### config.mk
export PLATFORM = sky130hd
export DESIGN_NAME = szbt_top
export DESIGN_NICKNAME = d
export VERILOG_FILES = /design/src/logic/szbt_pkg.sv /design/src/logic/szbt_top.sv
export VERILOG_INCLUDE_DIRS = /design/src /design/src/logic
export SDC_FILE = /design/constraint.sdc
export NUM_CORES = 1
export LEC_CHECK = 0
export BUFFER_PORTS_ARGS = -buffer_cell sky130_fd_sc_hd__buf_2
export CAP_MARGIN = 20
export CORE_UTILIZATION = 61
export CTS_BUF_LIST = sky130_fd_sc_hd__clkbuf_4
export CTS_CLUSTER_SIZE = 8
export DETAILED_ROUTE_END_ITERATION = 7
export GPL_TIMING_DRIVEN = 0
export HOLD_SLACK_MARGIN = 0.02
export PLACE_DENSITY = 0.84
export SLEW_MARGIN = 15
export SYNTH_ARGS = -nofsm -noshare
export SYNTH_HDL_FRONTEND = slang
export SYNTH_SLANG_ARGS = --single-unit
### constraint.sdc
create_clock -name aclk -period 7.9 [get_ports aclk]
set_input_delay 1.975 -clock aclk [delete_from_list [all_inputs] [get_ports aclk]]
set_output_delay 1.975 -clock aclk [all_outputs]
set_load 0.03 [all_outputs]
### src/logic/szbt_consts.svh
`ifndef SZBT_CONSTS_SVH
`define SZBT_CONSTS_SVH

// ----------------------------------------------------------------------
// register offsets (byte addresses)
// ----------------------------------------------------------------------
`define SZBT_OFS_ZONE0      8'h00
`define SZBT_OFS_ZONE1      8'h04
`define SZBT_OFS_ZONE2      8'h08
`define SZBT_OFS_IOZONE     8'h0c
`define SZBT_OFS_STATUS     8'h10

// ----------------------------------------------------------------------
// timing configuration field positions
// ----------------------------------------------------------------------
`define SZBT_WAIT_MSB       2
`define SZBT_WAIT_LSB       0
`define SZBT_HOLD_MSB       4
`define SZBT_HOLD_LSB       3
`define SZBT_BIT_BURST_EN   5
`define SZBT_BIT_BURST_WAIT 6
`define SZBT_BIT_WIDTH      7
`define SZBT_BIT_IDLE_AFTER 9
`define SZBT_BIT_IDLE_BEFORE 10
`define SZBT_BIT_FAST_READ  11
`define SZBT_BIT_EARLY_WR   12

// ----------------------------------------------------------------------
// reset values and writable masks
// ----------------------------------------------------------------------
`define SZBT_RST_ZONE0      16'h069f
`define SZBT_RST_ZONE1      16'h069f
`define SZBT_RST_ZONE2      16'h069f
`define SZBT_RST_IOZONE     16'h069f
`define SZBT_MASK_ZONE0     16'h1eff
`define SZBT_MASK_ZONE      16'h0eff

// ----------------------------------------------------------------------
// cycle counts
// ----------------------------------------------------------------------
`define SZBT_BASE_FAST      2'h1
`define SZBT_BASE_NORMAL    2'h2
`define SZBT_FLASH_RD_ADD   4'h1
`define SZBT_FLASH_LATE_ADD 4'h1
`define SZBT_FLASH_EARLY_ADD 4'h2
`define SZBT_FLASH_FAST_WR  4'h1
`define SZBT_PERIPH_WAITS   4'h1

`endif

### src/logic/szbt_pkg.sv
package szbt_pkg;

    // bus cycle phases, one-hot
    typedef enum logic [6:0] {
        PH_IDLE  = 7'h01,
        PH_POST  = 7'h02,
        PH_PRE   = 7'h04,
        PH_BASE  = 7'h08,
        PH_WAIT  = 7'h10,
        PH_HOLD  = 7'h20,
        PH_BURST = 7'h40
    } szbt_phase_t;

    // address zones
    typedef enum logic [2:0] {
        ZN_NONE   = 3'h0,
        ZN_FLASH  = 3'h1,
        ZN_RAM    = 3'h2,
        ZN_PERIPH = 3'h3,
        ZN_IO     = 3'h4,
        ZN_ZONE1  = 3'h5,
        ZN_ZONE2  = 3'h6
    } szbt_zone_t;

    typedef struct packed {
        logic        valid;
        logic [23:0] addr;
        logic        write;
        logic        wide;
    } szbt_cpu_req_t;

    typedef struct packed {
        logic zone1_select;
        logic zone2_select;
        logic ext_read;
        logic ext_write;
        logic upper_byte;
        logic idle_cycle;
        logic busy;
    } szbt_bus_out_t;

    typedef struct packed {
        szbt_zone_t zone;
        logic       write;
        logic [1:0] base;
        logic [3:0] waits;
        logic [1:0] holds;
        logic       two_xfer;
        logic       burst;
        logic       bwait;
        logic       pre_cfg;
        logic       pre_always;
        logic       post_cfg;
    } szbt_plan_t;

    typedef struct packed {
        szbt_phase_t phase;
        logic [3:0]  cnt;
        logic        second;
        logic        done;
    } szbt_seq_t;

    typedef struct packed {
        szbt_phase_t   phase;
        logic [3:0]    cnt;
        logic          second;
        szbt_plan_t    plan;
        szbt_zone_t    last_zone;
        logic          last_post;
        logic [15:0]   cfg0;
        logic [15:0]   cfg1;
        logic [15:0]   cfg2;
        logic [15:0]   cfgio;
        logic          aw_held;
        logic [7:0]    awaddr;
        logic          w_held;
        logic [15:0]   wdata;
        logic [1:0]    wstrb;
        logic          awready;
        logic          wready;
        logic          bvalid;
        logic [1:0]    bresp;
        logic          arready;
        logic          rvalid;
        logic [31:0]   rdata;
        logic [1:0]    rresp;
        logic          cpu_done;
        szbt_bus_out_t bus;
    } szbt_state_t;

endpackage

### src/logic/szbt_top.sv
`timescale 1ns/1ps
`include "szbt_consts.svh"

module szbt_top #(
    parameter logic [23:0] ZONE1_FIRST = 24'h100000,
    parameter logic [23:0] ZONE1_LAST  = 24'h1fffff,
    parameter logic [23:0] ZONE2_FIRST = 24'h200000,
    parameter logic [23:0] ZONE2_LAST  = 24'h3fffff
) (
    input  wire logic                    aclk,
    input  wire logic                    aresetn,
    input  wire logic [7:0]              s_axi_awaddr,
    input  wire logic                    s_axi_awvalid,
    output logic                         s_axi_awready,
    input  wire logic [31:0]             s_axi_wdata,
    input  wire logic [3:0]              s_axi_wstrb,
    input  wire logic                    s_axi_wvalid,
    output logic                         s_axi_wready,
    output logic [1:0]                   s_axi_bresp,
    output logic                         s_axi_bvalid,
    input  wire logic                    s_axi_bready,
    input  wire logic [7:0]              s_axi_araddr,
    input  wire logic                    s_axi_arvalid,
    output logic                         s_axi_arready,
    output logic [31:0]                  s_axi_rdata,
    output logic [1:0]                   s_axi_rresp,
    output logic                         s_axi_rvalid,
    input  wire logic                    s_axi_rready,
    input  wire szbt_pkg::szbt_cpu_req_t cpu_req,
    output logic                         cpu_done,
    output szbt_pkg::szbt_bus_out_t      bus_out
);
    import szbt_pkg::*;

    // ------------------------------------------------------------------
    // elaboration checks
    // ------------------------------------------------------------------
    if (ZONE1_FIRST > ZONE1_LAST || ZONE2_FIRST > ZONE2_LAST) begin : g_bad_range
        $error("zone range first above last");
    end
    if (ZONE1_LAST >= ZONE2_FIRST && ZONE2_LAST >= ZONE1_FIRST) begin : g_overlap
        $error("zone 1 and zone 2 ranges overlap");
    end

    szbt_state_t st;
    szbt_state_t nx;

    // ------------------------------------------------------------------
    // address decode
    // ------------------------------------------------------------------
    function automatic szbt_zone_t zone_of(input logic [23:0] a);
        szbt_zone_t z;
        z = ZN_NONE;
        if (a <= 24'h03ffff || (a >= 24'h0e0000 && a <= 24'h0e1fff)) begin
            z = ZN_FLASH;
        end else if ((a >= 24'h0e8000 && a <= 24'h0e91ff) ||
                     (a >= 24'h0ec000 && a <= 24'h0eebff)) begin
            z = ZN_RAM;
        end else if (a >= 24'hfffb00 && a <= 24'hfffbff) begin
            z = ZN_IO;
        end else if ((a >= 24'h0ef000 && a <= 24'h0ef1ff) ||
                     (a >= 24'hff0000 && a <= 24'hfffaff)) begin
            z = ZN_PERIPH;
        end else if (a >= ZONE1_FIRST && a <= ZONE1_LAST) begin
            z = ZN_ZONE1;
        end else if (a >= ZONE2_FIRST && a <= ZONE2_LAST) begin
            z = ZN_ZONE2;
        end
        return z;
    endfunction

    // ------------------------------------------------------------------
    // per-access timing plan
    // ------------------------------------------------------------------
    function automatic szbt_plan_t plan_of(input szbt_cpu_req_t r, input szbt_state_t s);
        szbt_plan_t p;
        logic [15:0] c;
        logic        fast;
        p = '0;
        p.zone = zone_of(r.addr);
        p.write = r.write;
        p.base = `SZBT_BASE_FAST;
        unique case (p.zone)
            ZN_ZONE1: c = s.cfg1;
            ZN_ZONE2: c = s.cfg2;
            ZN_IO:    c = s.cfgio;
            default:  c = s.cfg0;
        endcase
        fast = c[`SZBT_BIT_FAST_READ];
        if (p.zone == ZN_FLASH) begin
            p.pre_cfg = c[`SZBT_BIT_IDLE_BEFORE];
            p.post_cfg = c[`SZBT_BIT_IDLE_AFTER];
            if (fast && r.write) begin
                p.waits = `SZBT_FLASH_FAST_WR;
            end else if (!fast && !r.write) begin
                p.waits = 4'({1'b0, c[`SZBT_WAIT_MSB:`SZBT_WAIT_LSB]})
                          + `SZBT_FLASH_RD_ADD;
                p.holds = c[`SZBT_HOLD_MSB:`SZBT_HOLD_LSB];
            end else if (!fast) begin
                p.waits = 4'({1'b0, c[`SZBT_WAIT_MSB:`SZBT_WAIT_LSB]})
                          + (c[`SZBT_BIT_EARLY_WR] ? `SZBT_FLASH_EARLY_ADD
                                                   : `SZBT_FLASH_LATE_ADD);
                p.holds = c[`SZBT_HOLD_MSB:`SZBT_HOLD_LSB];
            end
            // fast read keeps base of one, no waits
        end else if (p.zone == ZN_PERIPH) begin
            p.waits = `SZBT_PERIPH_WAITS;
            p.pre_always = 1'b1;
        end else if (p.zone == ZN_ZONE1 || p.zone == ZN_ZONE2 || p.zone == ZN_IO) begin
            p.base = (fast && !r.write) ? `SZBT_BASE_FAST : `SZBT_BASE_NORMAL;
            p.waits = fast ? 4'h0
                           : {1'b0, c[`SZBT_WAIT_MSB:`SZBT_WAIT_LSB]};
            p.holds = fast ? 2'h0 : c[`SZBT_HOLD_MSB:`SZBT_HOLD_LSB];
            p.two_xfer = r.wide && !c[`SZBT_BIT_WIDTH];
            p.burst = p.two_xfer && !r.write && !fast && c[`SZBT_BIT_BURST_EN];
            p.bwait = p.burst && c[`SZBT_BIT_BURST_WAIT];
            p.pre_cfg = c[`SZBT_BIT_IDLE_BEFORE];
            p.post_cfg = c[`SZBT_BIT_IDLE_AFTER];
        end
        // ram and unmapped keep the single base cycle
        return p;
    endfunction

    // ------------------------------------------------------------------
    // phase sequencing after a phase ends (from: 0 base, 1 wait, 2 hold, 3 burst)
    // ------------------------------------------------------------------
    function automatic szbt_seq_t step(input szbt_plan_t p, input logic second,
                                       input logic [1:0] from);
        szbt_seq_t s;
        s.phase = PH_IDLE;
        s.cnt = 4'h0;
        s.second = second;
        s.done = 1'b0;
        if (from == 2'd0 && p.waits != 4'h0) begin
            s.phase = PH_WAIT;
            s.cnt = p.waits - 4'h1;
        end else if (from <= 2'd1 && p.holds != 2'h0) begin
            s.phase = PH_HOLD;
            s.cnt = {2'h0, p.holds - 2'h1};
        end else if (p.two_xfer && !second) begin
            s.second = 1'b1;
            if (p.burst) begin
                s.phase = PH_BURST;
                s.cnt = {3'h0, p.bwait};
            end else begin
                s.phase = PH_BASE;
                s.cnt = {2'h0, p.base - 2'h1};
            end
        end else begin
            s.done = 1'b1;
        end
        return s;
    endfunction

    // ------------------------------------------------------------------
    // next state
    // ------------------------------------------------------------------
    always_comb begin
        szbt_plan_t  p;
        szbt_seq_t   sq;
        logic        changed;
        logic        active;
        logic        offchip;
        logic [15:0] mask;
        logic [15:0] wr;
        p = plan_of(cpu_req, st);
        sq = '0;
        sq.phase = PH_IDLE;
        changed = 1'b0;
        active = 1'b0;
        offchip = 1'b0;
        mask = 16'h0000;
        wr = 16'h0000;
        nx = st;
        nx.cpu_done = 1'b0;

        // write address and data taken in either order
        if (s_axi_awvalid && st.awready) begin
            nx.aw_held = 1'b1;
            nx.awaddr = s_axi_awaddr;
        end
        if (s_axi_wvalid && st.wready) begin
            nx.w_held = 1'b1;
            nx.wdata = s_axi_wdata[15:0];
            nx.wstrb = s_axi_wstrb[1:0];
        end
        if (st.bvalid && s_axi_bready) begin
            nx.bvalid = 1'b0;
        end
        if (st.aw_held && st.w_held && !st.bvalid) begin
            nx.aw_held = 1'b0;
            nx.w_held = 1'b0;
            nx.bvalid = 1'b1;
            nx.bresp = 2'h0;
            mask = {{8{st.wstrb[1]}}, {8{st.wstrb[0]}}};
            unique case (st.awaddr)
                `SZBT_OFS_ZONE0: begin
                    wr = mask & `SZBT_MASK_ZONE0;
                    nx.cfg0 = (st.cfg0 & ~wr) | (st.wdata & wr);
                end
                `SZBT_OFS_ZONE1: begin
                    wr = mask & `SZBT_MASK_ZONE;
                    nx.cfg1 = (st.cfg1 & ~wr) | (st.wdata & wr);
                end
                `SZBT_OFS_ZONE2: begin
                    wr = mask & `SZBT_MASK_ZONE;
                    nx.cfg2 = (st.cfg2 & ~wr) | (st.wdata & wr);
                end
                `SZBT_OFS_IOZONE: begin
                    wr = mask & `SZBT_MASK_ZONE;
                    nx.cfgio = (st.cfgio & ~wr) | (st.wdata & wr);
                end
                `SZBT_OFS_STATUS: nx.bresp = 2'h0;
                default:          nx.bresp = 2'h2;
            endcase
        end
        nx.awready = !nx.aw_held;
        nx.wready = !nx.w_held;

        // read channel
        if (st.rvalid && s_axi_rready) begin
            nx.rvalid = 1'b0;
        end
        if (s_axi_arvalid && st.arready) begin
            nx.rvalid = 1'b1;
            nx.rresp = 2'h0;
            unique case (s_axi_araddr)
                `SZBT_OFS_ZONE0:  nx.rdata = {16'h0000, st.cfg0};
                `SZBT_OFS_ZONE1:  nx.rdata = {16'h0000, st.cfg1};
                `SZBT_OFS_ZONE2:  nx.rdata = {16'h0000, st.cfg2};
                `SZBT_OFS_IOZONE: nx.rdata = {16'h0000, st.cfgio};
                `SZBT_OFS_STATUS: nx.rdata = {26'h0, st.last_post, st.last_zone,
                                              st.phase != PH_IDLE, st.second};
                default: begin
                    nx.rdata = 32'h0000_0000;
                    nx.rresp = 2'h2;
                end
            endcase
        end
        nx.arready = !nx.rvalid;

        // bus cycle sequencer
        unique case (st.phase)
            PH_IDLE: begin
                if (cpu_req.valid && !st.cpu_done) begin
                    changed = p.zone != st.last_zone;
                    nx.plan = p;
                    nx.plan.pre_always = p.pre_always || (changed && p.pre_cfg);
                    nx.second = 1'b0;
                    if (changed && st.last_post) begin
                        nx.phase = PH_POST;
                    end else if (nx.plan.pre_always) begin
                        nx.phase = PH_PRE;
                    end else begin
                        nx.phase = PH_BASE;
                        nx.cnt = {2'h0, p.base - 2'h1};
                    end
                end
            end
            PH_POST: begin
                if (st.plan.pre_always) begin
                    nx.phase = PH_PRE;
                end else begin
                    nx.phase = PH_BASE;
                    nx.cnt = {2'h0, st.plan.base - 2'h1};
                end
            end
            PH_PRE: begin
                nx.phase = PH_BASE;
                nx.cnt = {2'h0, st.plan.base - 2'h1};
            end
            PH_BASE: begin
                if (st.cnt != 4'h0) begin
                    nx.cnt = st.cnt - 4'h1;
                end else begin
                    sq = step(st.plan, st.second, 2'd0);
                end
            end
            PH_WAIT: begin
                if (st.cnt != 4'h0) begin
                    nx.cnt = st.cnt - 4'h1;
                end else begin
                    sq = step(st.plan, st.second, 2'd1);
                end
            end
            PH_HOLD: begin
                if (st.cnt != 4'h0) begin
                    nx.cnt = st.cnt - 4'h1;
                end else begin
                    sq = step(st.plan, st.second, 2'd2);
                end
            end
            PH_BURST: begin
                if (st.cnt != 4'h0) begin
                    nx.cnt = st.cnt - 4'h1;
                end else begin
                    sq = step(st.plan, st.second, 2'd3);
                end
            end
        endcase
        if (st.phase != PH_IDLE && st.phase != PH_POST && st.phase != PH_PRE
            && st.cnt == 4'h0) begin
            nx.phase = sq.phase;
            nx.cnt = sq.cnt;
            nx.second = sq.second;
            if (sq.done) begin
                nx.cpu_done = 1'b1;
                nx.last_zone = st.plan.zone;
                nx.last_post = st.plan.post_cfg;
            end
        end

        // bus pins follow the next phase so they leave flops
        active = nx.phase == PH_BASE || nx.phase == PH_WAIT ||
                 nx.phase == PH_HOLD || nx.phase == PH_BURST;
        offchip = nx.plan.zone == ZN_ZONE1 || nx.plan.zone == ZN_ZONE2 ||
                  nx.plan.zone == ZN_IO;
        nx.bus.zone1_select = active && nx.plan.zone == ZN_ZONE1;
        nx.bus.zone2_select = active && nx.plan.zone == ZN_ZONE2;
        nx.bus.ext_read = active && nx.phase != PH_HOLD && offchip && !nx.plan.write;
        nx.bus.ext_write = active && nx.phase != PH_HOLD && offchip && nx.plan.write;
        nx.bus.upper_byte = active && nx.second;
        nx.bus.idle_cycle = nx.phase == PH_PRE || nx.phase == PH_POST;
        nx.bus.busy = nx.phase != PH_IDLE;
    end

    // ------------------------------------------------------------------
    // state register
    // ------------------------------------------------------------------
    always_ff @(posedge aclk) begin
        if (!aresetn) begin
            st <= '0;
            st.phase <= PH_IDLE;
            st.last_zone <= ZN_NONE;
            st.cfg0 <= `SZBT_RST_ZONE0;
            st.cfg1 <= `SZBT_RST_ZONE1;
            st.cfg2 <= `SZBT_RST_ZONE2;
            st.cfgio <= `SZBT_RST_IOZONE;
            st.awready <= 1'b1;
            st.wready <= 1'b1;
            st.arready <= 1'b1;
        end else begin
            st <= nx;
        end
    end

    // ------------------------------------------------------------------
    // outputs
    // ------------------------------------------------------------------
    assign s_axi_awready = st.awready;
    assign s_axi_wready = st.wready;
    assign s_axi_bvalid = st.bvalid;
    assign s_axi_bresp = st.bresp;
    assign s_axi_arready = st.arready;
    assign s_axi_rvalid = st.rvalid;
    assign s_axi_rdata = st.rdata;
    assign s_axi_rresp = st.rresp;
    assign cpu_done = st.cpu_done;
    assign bus_out = st.bus;

endmodule

==> metrics.md, run 1 <==
| Metric | Value |
|---|---|
| Status | completed |
| Placed cells | ~1,000 |
| Gr ovfl total | 0 |
| Initial antenna violation count | 0 |
| WP data required | between 8000 and 9000 ps |
| Worst hold-check path type | reg -> reg |
| Setup ws final | between 3000 and 4000 ps |
| Post-synthesis compound-gate area fraction | 0.145 |
| Final Hold Violating Endpoints | 0 |
| Largest family of logic cells by synthesized area | simple AND/OR/NAND/NOR gates |
| DR pass1 iterations | 6 |
| Commonest non-fill, non-tap cell in the layout | nand2_1 |
| Synth Area in Adders | 0.0161 |
| Area Overhead vs Synth | 14.6% |
| Tmin final | 4600 ps |
| Nets | around 1,000 |
| Post-synth EDFFs | 0 |
| Drt drc | 0 |
| Comb power frac | 0.253 |
| Post-CTS setup buffers | 0 |
| 1st-iter DRT viols | 550 |
| CTS Hold Bufs | 0 |
| Row count | 37 |
| Post-synthesis sequential area ratio | 0.385 |
| Post-DP HPWL | roughly 14,000 um |
| Clk sinks | roughly 130 |
| CP Max Fanout | 9 |
| DRT Wirelength | ~18,000 um |
| Slew HR | 0.356 |
| Yosys warnings | 0 |
| Simple-gate share of the synthesized area | 0.240 |
| FILL cells | 856 |
| Synth cell types | 73 |
| Cell Area, Synth | ~6700 um^2 |
| Peak Freq | 217 MHz |
| Initial Util | 0.638 |
| Slew Viols, Final | 0 |
| First-pass GRT wire length | roughly 29,000 um |
| Internal | approximately 0.0011 W |
| Full die area | 11,400 um^2 |
| Commonest non-fill, non-tap cells in the layout | nand2_1, dfxtp_1, buf_2 |
| Multiplexer share of the synthesized area | 0.119 |
| Power Density | 213 nW/um^2 |
| Setup CP Type | in -> reg |
| Number of CTS-inserted buffers | 17 |
| Vias in the first global route | ~5,900 |
| Clock Latency Late Sink | about 570 ps |
| CTS clk-pin slew, worst paths | roughly 110 ps |
| Avg WL per Cell | 17.1 um |
| I/O Buffers | between 80 and 90 |
| Die X | about 110 um |
| Pre-CTS setup slack | 2810 ps |
| Total track usage | 0.329 |
| Sw frac | 0.337 |
| Clock tree buffer depth | 2 |
| Most used DFF post-synth | dfxtp_1 |
| Clock share of power | 0.311 |
| VDD IR max | 0.147 mV |
| Seq cells post-synth | 129 |
| Core Area | about 11,000 um^2 |
| Vias/cell | roughly 5.9 |
| Setup violations, final | 0 |
| Sw power | around 0.00055 W |
| CTS H-tree lvls | 4 |
| Crit path arrival time | between 5000 and 6000 ps |
| Max-cap violations | 0 |
| Cells after Synth | 798 |
| Mean Syn Cell Area | ~8.4 um^2 |
| CTS tree | yes |
| Worst slew pin tran | 963 ps |
| Final Util | 0.731 |
| Setup Skew | 20.9 ps |
| Final Instance Count excl. Fillers | ~1,100 |
| Part of the cycle the worst path needs | 0.582 |
| RSZ-0062 raised after global routing | false |
| CTS resizes | 0 |
| Leak | ~3.5 nW |
| Root Driver | clkbuf_4 |
| Startpoint types | input port |
| Total negative setup slack | 0 ps |
| Vias | between 6,000 and 7,000 |
| Sequential share of power | 0.436 |
| Die Ht | between 100 and 150 um |
| Share of layout cells above drive strength 1 | 0.209 |
| Setup crit end kind | flip-flop |
| Post-synth ARST share | 0 |
| Antenna viol nets, final | 0 |
| XOR/XNOR Fraction of Synth Area | 0.0118 |
| IO Pins | between 100 and 150 |
| RePlAce Congestion | 0.978 |
| Ant diodes | 0 |
| Largest net degree at the start of global routing | 17 |
-- metal layers --
metal / up-vias / track usage / routed length [um]
met2: 297 / 0.560 / 8830
met1: 2955 / 0.395 / 7480
met3: 48 / 0.0699 / 1310
li1: 3002 / - / -
met4: 0 / 0.157 / 622
met5: - / 0 / 0
-- area by class of cell --
cell class                 instances  area (um^2)  share of cell area
buffer                            81          473              0.0616
clock buffer                      18          135              0.0176
timing repair buffer              81          405              0.0528
clock inverter                    14          186              0.0243
tap                              136          170              0.0222
multi-input combinational        589         3650               0.476
inverter                          20         75.1             0.00978
sequential                       129         2580               0.336
-- stage by stage --
step / cell area [um^2] / total power, W / hold slack (ps)
6_report: 7680 / 0.00164 / 461
5_1_grt: 7680 / 0.00171 / 489
4_1_cts: 7680 / 0.00163 / 459
3_5_place_dp: 7360 / 0.00113 / 445
3_3_place_gp: 7360 / 0.00112 / 439
2_1_floorplan: 6780 / 0.00102 / 431
-- power groups by stage --
stage	sequential [W]	combinational (W)	clock, W
floorplan	0.000722	0.000299	0
global placement	0.000725	0.000394	0
detailed placement	0.000727	0.000404	0
CTS	0.000712	0.000407	0.000510
global route	0.000718	0.000452	0.000539
finish	0.000714	0.000413	0.000509
-- worst max-delay path: stages --
cell and delay (ps):
buf_2 140, nor4b_2 850, o21bai_1 410, a221o_1 300, o21a_1 220, ha_1 220
fa_1 440, mux2i_1 140, o21ai_0 130, nand3_1 140, a21oi_1 70
-- worst paths after layout --
check | from | end | slack, ps | cells after the start
setup / recovery | cpu_req[23] | st[154] | 3300 | 11
hold / removal | st[74] | st[74] | 460 | 2
setup reg to reg | st[172] | st[148] | 4650 | 9
hold reg to reg | st[74] | st[74] | 460 | 2
-- cell usage after synthesis (all sizes together) (8+ instances only) --
master  count  share of area
nand2     137          0.077
dfxtp     129           0.39
nor2       76          0.043
a21oi      55          0.042
mux2i      54          0.081
buf        51          0.054
clkbuf     30          0.017
nor3       28          0.022
o21ai      26          0.021
nand3      22          0.016
inv        20          0.011
mux4       11          0.037
nand4      11          0.010
and2       10         0.0093
a221oi      9          0.012
nand2b      9         0.0084
nor2b       9         0.0084
nor4        8          0.012
-- kinds of logic (layout without fill, tap and decap cells) --
group	count (synthesis)	after routing
mux	66	66
flops	129	129
simple gates	340	340
compound gates	144	144
buf+inv	101	214
fa+ha+maj	8	8
other cells	1	22
xor+xnor	9	9
(Power assumes the default switching activity.)
==> run 2, diff against run 1 <==
--- a/config.mk
+++ b/config.mk
@@ -8,13 +8,13 @@
 export LEC_CHECK = 0
 export BUFFER_PORTS_ARGS = -buffer_cell sky130_fd_sc_hd__buf_2
 export CAP_MARGIN = 20
-export CORE_UTILIZATION = 61
+export CORE_UTILIZATION = 52
 export CTS_BUF_LIST = sky130_fd_sc_hd__clkbuf_4
 export CTS_CLUSTER_SIZE = 8
 export DETAILED_ROUTE_END_ITERATION = 7
 export GPL_TIMING_DRIVEN = 0
 export HOLD_SLACK_MARGIN = 0.02
-export PLACE_DENSITY = 0.84
+export PLACE_DENSITY = 0.76
 export SLEW_MARGIN = 15
 export SYNTH_ARGS = -nofsm -noshare
 export SYNTH_HDL_FRONTEND = slang
==> constraint.sdc (replaced) <==
create_clock -name aclk -period 3.9 [get_ports aclk]
set_input_delay 0.975 -clock aclk [delete_from_list [all_inputs] [get_ports aclk]]
set_output_delay 0.975 -clock aclk [all_outputs]
set_load 0.03 [all_outputs]
==> run 2 against run 1 <==
The flow now finishes with violations (design-rule violations); critical path depth is the same; sequential share of layout area about the same; non-clock buffer count stayed put; routed wire length shrank 4.0%; sequential power is 100% higher; clock power increased by 84%; clock skew fell by 1.3 ps; sequential cell count unchanged; utilization decreased by 12 points; design area up 0.11%; power rose by 96%; critical endpoint unchanged; highest routed layer unchanged.
==> metrics.md, run 2 (same netlist as run 1, synthesis figures left out) <==
| Metric | Value |
|---|---|
| CTS tree | yes |
| Vias/cell | 5.51 (-6.6%) |
| Slowest cell on crit path | nor4b_2 |
| Drt drc | 14 (+14) |
| Max-cap violations | 0 (unchanged) |
| I/O Buffers | 81 (unchanged) |
| WP data required | 4310 ps (-4020 ps) |
| CTS clk-pin slew, worst paths | 110 ps (about the same) |
| First-pass GRT wire length | 27,800 um (-3.0%) |
| VDD IR max | 0.280 mV (+91%) |
| Part of the cycle the worst path needs | 0.903 |
| Status | finished, violations left |
| RSZ-0062 raised after global routing | false |
| Leak | 3.48 nW (-0.20%) |
| 1st-iter DRT viols | 551 (+0.18%) |
| Setup ws final | 380 ps (-2920 ps) |
| CTS H-tree lvls | 4 (unchanged) |
| Worst hold-check path type | reg -> reg |
| Die Ht | 116 um (+8.2%) |
| Initial antenna violation count | 0 (unchanged) |
| CP Max Fanout | 9 (unchanged) |
| Final Util | 0.609 (-0.122) |
| Row count | 41 (+11%) |
| Share of layout cells above drive strength 1 | 0.208 (-0.000849) |
| Clock Latency Late Sink | 550 ps (-20 ps) |
| FILL cells | 1,194 (+39%) |
| Failing checks | design-rule violations |
| Setup Skew | 19.6 ps (-1.26 ps) |
| Nets | 1,013 (unchanged) |
| Slew HR | 0.343 (-0.0127) |
| Startpoint types | input port |
| Total track usage | 0.275 (-0.0542) |
| Vias | 6,082 (-3.5%) |
| Clock tree buffer depth | 2 (unchanged) |
| IO Pins | 135 (unchanged) |
| Die X | 116 um (+8.2%) |
| Pre-CTS setup slack | -125 ps (-2940 ps) |
| Slew Viols, Final | 0 (unchanged) |
| CTS Hold Bufs | 0 (unchanged) |
| Number of CTS-inserted buffers | 17 (unchanged) |
| Area Overhead vs Synth | 14.7% |
| Peak Freq | 284 MHz |
| Commonest non-fill, non-tap cells in the layout | nand2_1, dfxtp_1, buf_2 |
| Crit path arrival time | 3930 ps (-1100 ps) |
| Setup violations, final | 0 (unchanged) |
| RePlAce Congestion | 0.937 (-4.2%) |
| Core Area | 12,600 um^2 (+20%) |
| Initial Util | 0.531 (-0.107) |
| Hold path depth | 2 (unchanged) |
| Worst path max stage delay | 860 ps (about the same) |
| Commonest non-fill, non-tap cell in the layout | nand2_1 |
| Final Instance Count excl. Fillers | 1,103 (+3.3%) |
| Setup slack, reg-to-reg | 550 ps (-4100 ps) |
| Crit path buf inv count | 1 (unchanged) |
| Full die area | 13,400 um^2 (+17%) |
| Vias in the first global route | 5,490 (-6.4%) |
| Post-CTS setup buffers | 0 (unchanged) |
| Ant diodes | 0 (unchanged) |
| Placed cells | 1,072 (+3.5%) |
| DR pass1 iterations | 8 (+2) |
| Hold_ws | 459 ps (-1.48 ps) |
| CTS resizes | 0 (unchanged) |
| Antenna viol nets, final | 0 (unchanged) |
| DRT Wirelength | 17,500 um (-4.0%) |
| Worst slew pin tran | 982 ps (+19.1 ps) |
| Post-DP HPWL | 13,200 um (-4.0%) |
| Root Driver | clkbuf_4 |
| Final Hold Violating Endpoints | 0 (unchanged) |
| Setup CP Type | in -> reg |
| Gr ovfl total | 0 (unchanged) |
| Power Density | 418 nW/um^2 (+96%) |
| Setup crit end kind | flip-flop |
| R2R depth | 9 (unchanged) |
| Avg WL per Cell | 15.9 um (-7.0%) |
| Tmin final | 3520 ps |
| WP depth | 11 (unchanged) |
| Total Power | 0.00321 W (+96%) |
| Clk sinks | 129 (unchanged) |
| CP cell instances | buf_2 > nor4b_2 > o21bai_1 > a221o_1 > o21a_1 > ha_1 > fa_1 > mux2i_1 > o21ai_0 > nand3_1 > a21oi_1 |
| Largest net degree at the start of global routing | 17 (unchanged) |
| Delay-heaviest family, CP | compound AO/OA/AOI/OAI gates |
[run 2: changes by cell type in the layout (fill, tap and decap cells not counted)]
| cell | previous run | this run |
|---|---|---|
| clkinvlp_4 | 3 | 1 |
| clkinv_4 | 1 | 2 |
| inv_6 | 2 | 0 |
| bufinv_16 | 4 | 3 |
| clkinv_2 | 2 | 4 |
| clkbuf_4 | 18 | 19 |
[run 2: cell type report]
cell class | count | area, um^2 | share of cell area
clock buffer | 19 | 143 | 0.0186
clock inverter | 12 | 143 | 0.0186
tap | 172 | 215 | 0.0280
multi-input combinational | 589 | 3650 | 0.475
inverter | 20 | 75.1 | 0.00976
sequential | 129 | 2580 | 0.336
buffer | 81 | 473 | 0.0615
timing repair buffer | 81 | 405 | 0.0527
[run 2: worst paths after layout]
| kind | to | startpoint |
|---|---|---|
| worst max-delay path | st[154] | cpu_req[23] |
| worst max register to register | bus_out[5] | st[169] |
| worst min register to register | st[74] | st[74] |
| worst min-delay path | st[74] | st[74] |
[run 2: through the flow]
stage | setup TNS (ps) | area (um^2)
after detailed placement | -224 | 7400
after floorplan | 0 | 6780
after global routing | 0 | 7690
final | 0 | 7690
after CTS | 0 | 7690
after global placement | -115 | 7400
[run 2: metal layers]
metal	part of all wire	vias up	track usage
met4	0.033	0	0.105
met3	0.078	46	0.0596
met2	0.46	255	0.456
met5	0	-	0
met1	0.43	2785	0.351
li1	-	2996	-
[run 2: worst reg2reg max path: stages (launching register included)]
cell	delay, ps
dfxtp_1	310
clkbuf_1	180
nor3_1	610
o21ai_1	390
nand2b_1	320
nor4_1	410
o21bai_1	340
nor3_1	150
nor3b_2	420
nor3_1	110
[run 2: where the power goes]
group	leakage (nW)	internal [W]	total [W]	switching (W)
clock	0.157	0.000448	0.000936	0.000489
combinational	2.28	0.000300	0.000833	0.000533
sequential	1.05	0.00138	0.00144	0.0000595
total	3.48	0.00213	0.00321	0.00108
==> run 3, diff against run 2 <==
--- a/config.mk
+++ b/config.mk
@@ -6,6 +6,7 @@
 export SDC_FILE = /design/constraint.sdc
 export NUM_CORES = 1
 export LEC_CHECK = 0
+export ABC_AREA = 1
 export BUFFER_PORTS_ARGS = -buffer_cell sky130_fd_sc_hd__buf_2
 export CAP_MARGIN = 20
 export CORE_UTILIZATION = 52
==> run 3 against run 2 <==
The run now ends clean; routed wire length grew 3.7%; clock-buffer cell count grew 2; register-to-register slack better by 680 ps; worst hold slack improved by 11 ps; clock skew shrank 4.4 ps; critical path depth rose by 5; die area grew 0.43%; sequential cell count stayed put; design area is essentially flat; sequential share of layout area about the same; utilization about the same; critical endpoint unchanged; largest cell class unchanged.
==> metrics.md, run 3 <==
| Metric | Value |
|---|---|
| FILL cells | 1,274 (+6.7%) |
| Tmin final | 3150 ps (-374 ps) |
| R2R depth | 12 (+3) |
| Hold Startpoint | st[145] |
| Setup slack, reg-to-reg | 1230 ps (+680 ps) |
| Root Driver | clkbuf_4 |
| Area Overhead vs Synth | 14.1% |
| Synth top cells by count | nand2_1, inv_1, dfxtp_1 |
| Initial antenna violation count | 0 (unchanged) |
| Clock tree buffer depth | 2 (unchanged) |
| CTS Hold Bufs | 0 (unchanged) |
| Worst Setup SP | cpu_req[20] |
| Slew HR | 0.262 (-0.0817) |
| Post-synth EDFFs | 0 (unchanged) |
| Cells after Synth | 936 (+17%) |
| CTS clk-pin slew, worst paths | 100 ps (about the same) |
| Critical R2R Capture | st[148] |
| Pre-CTS setup slack | 243 ps (+368 ps) |
| Hold path depth | 2 (unchanged) |
| First-pass GRT wire length | 28,700 um (+3.4%) |
| Worst path max stage delay | 440 ps (-420 ps) |
| DR pass1 iterations | 5 (-3) |
| Worst slew pin tran | 1100 ps (+117 ps) |
| Setup ws final | 753 ps (+374 ps) |
| Avg WL per Cell | 14.6 um (-7.8%) |
| Commonest non-fill, non-tap cells in the layout | nand2_1, inv_1, dfxtp_1 |
| Vias/cell | 5.23 (-5.2%) |
| Post-CTS setup buffers | 0 (unchanged) |
| Post-synthesis sequential area ratio | 0.384 (-0.00172) |
| Ant diodes | 0 (unchanged) |
| Most used DFF post-synth | dfxtp_1 |
| Area share of the largest cell type after synthesis | 0.384 (-0.00172) |
| Mean Syn Cell Area | 7.19 um^2 (-14%) |
| Slew Viols, Final | 0 (unchanged) |
| Worst hold-check path type | reg -> reg |
| Crit path arrival time | 3570 ps (-360 ps) |
| Count leader, synth | nand2_1 |
| Total Power | 0.00345 W (+7.6%) |
| Startpoint types | input port |
| CTS resizes | 0 (unchanged) |
| Total track usage | 0.285 (+0.00950) |
| 1st-iter DRT viols | 528 (-4.2%) |
| Final Util | 0.609 (about the same) |
| Row count | 41 (unchanged) |
| Share of layout cells above drive strength 1 | 0.186 (-0.0222) |
| Setup CP Type | in -> reg |
| Delay-heaviest family, CP | compound AO/OA/AOI/OAI gates |
| Number of CTS-inserted buffers | 17 (unchanged) |
| CTS H-tree lvls | 4 (unchanged) |
| Status | completed |
| Post-DP HPWL | 14,100 um (+6.3%) |
| Cell Area, Synth | 6730 um^2 (+0.45%) |
| RSZ-0062 raised after global routing | false |
| Final Instance Count excl. Fillers | 1,241 (+13%) |
| CP cell instances | buf_2 > nand2_1 > nor2_1 > nand2_1 > inv_2 > nand2_2 > nand2_4 > o21ai_0 > a221oi_1 > a21oi_1 > ha_1 > fa_1 > o221ai_1 > inv_1 > o21ai_1 > a21oi_1 |
| WP data required | 4320 ps (about the same) |
| Antenna viol nets, final | 0 (unchanged) |
| Synth area leaders | dfxtp_1, nand2_1, inv_1 |
| Commonest non-fill, non-tap cell in the layout | nand2_1 |
| Die Ht | 116 um (+0.22%) |
| RePlAce Congestion | 0.990 (+5.7%) |
| Post-synth ARST share | 0 (unchanged) |
| Synth cell types | 58 (-21%) |
| Initial Util | 0.534 (+0.00238) |
| Setup crit end kind | flip-flop |
| Setup Skew | 15.3 ps (-4.37 ps) |
| Setup violations, final | 0 (unchanged) |
| Vias | 6,485 (+6.6%) |
| Core Area | 12,600 um^2 (unchanged) |
| CTS tree | yes |
| Die X | 116 um (+0.22%) |
| Yosys warnings | 0 (unchanged) |
| Clk sinks | 129 (unchanged) |
| Gr ovfl total | 0 (unchanged) |
| Full die area | 13,400 um^2 (+0.43%) |
| Max-cap violations | 0 (unchanged) |
| Nets | 1,151 (+14%) |
| Power Density | 450 nW/um^2 (+7.6%) |
| Part of the cycle the worst path needs | 0.807 (-0.0958) |
| Clock Latency Late Sink | 560 ps (about the same) |
| Seq cells post-synth | 129 (unchanged) |
| VDD IR max | 0.303 mV (+8.2%) |
| CP Max Fanout | 8 (-1) |
| DRT Wirelength | 18,200 um (+3.7%) |
| I/O Buffers | 81 (unchanged) |
| Largest net degree at the start of global routing | 17 (unchanged) |
| IO Pins | 135 (unchanged) |
| Drt drc | 0 (-14) |
| Peak Freq | 318 MHz (+12%) |
| Leak | 3.57 nW (+2.4%) |
| Slowest cell on crit path | fa_1 |
| Placed cells | 1,210 (+13%) |
| Crit path buf inv count | 3 (+2) |
| Final Hold Violating Endpoints | 0 (unchanged) |
| Total negative setup slack | 0 ps (unchanged) |
| Hold Path Sink | st[141] |
| Synth area leader | dfxtp_1 |
| Vias in the first global route | 5,762 (+5.0%) |
| Critical R2R Launch | st[170] |
[run 3: power breakdown]
group | total, W | leakage (nW) | internal (W) | switching, W
logic | 0.00112 | 2.37 | 0.000370 | 0.000746
clock network | 0.000856 | 0.144 | 0.000391 | 0.000465
registers | 0.00148 | 1.05 | 0.00142 | 0.0000652
total | 0.00345 | 3.57 | 0.00218 | 0.00128
[run 3: per-layer routing]
| metal | GRT usage | routed length (um) | part of all wire |
|---|---|---|---|
| met5 | 0 | 0 | 0 |
| met4 | 0.134 | 639 | 0.035 |
| met3 | 0.0690 | 1560 | 0.086 |
| met2 | 0.446 | 7850 | 0.43 |
| met1 | 0.369 | 8130 | 0.45 |
[run 3: how the worst max path moves through the flow]
stage               slack (ps)  depth (start not counted)  endpoint
floorplan                  770                         15   st[154]
global placement           240                         16   st[154]
detailed placement         240                         16   st[154]
CTS                        860                         16   st[154]
global route               560                         17   st[154]
finish                     750                         16   st[154]
[run 3: through the flow]
step	hold slack, ps	cell area [um^2]
global route	495	7680
global placement	453	7430
finish	471	7680
detailed placement	453	7430
CTS	472	7680
floorplan	439	6810
[run 3: worst register-to-register path, cell delays in order (launching register included)]
cell,delay (ps)
dfxtp_1,350
nor2_1,190
inv_1,100
nor4_4,260
inv_1,170
nor2_2,160
buf_2,260
nand3_1,140
a21oi_1,140
o221ai_1,260
nor3_2,340
o21ai_0,140
a21oi_1,130
[run 3: kinds of logic after synthesis]
group	Yosys count	synth area share
fa+ha+maj	8	0.0160
other cells	1	0.000557
xor+xnor	7	0.0102
simple gates	336	0.225
compound gates	240	0.220
flops	129	0.384
buf+inv	215	0.145
[run 3: final cells by class]
class,instances,area (um^2),area share
repair buffers,81,405,0.0528
plain buffers,68,423,0.0550
multi-input cells,613,3260,0.424
well taps,172,215,0.0280
flip-flops and latches,129,2580,0.336
clock buffers,21,158,0.0205
inverters,147,552,0.0718
clock inverters,10,93.8,0.0122
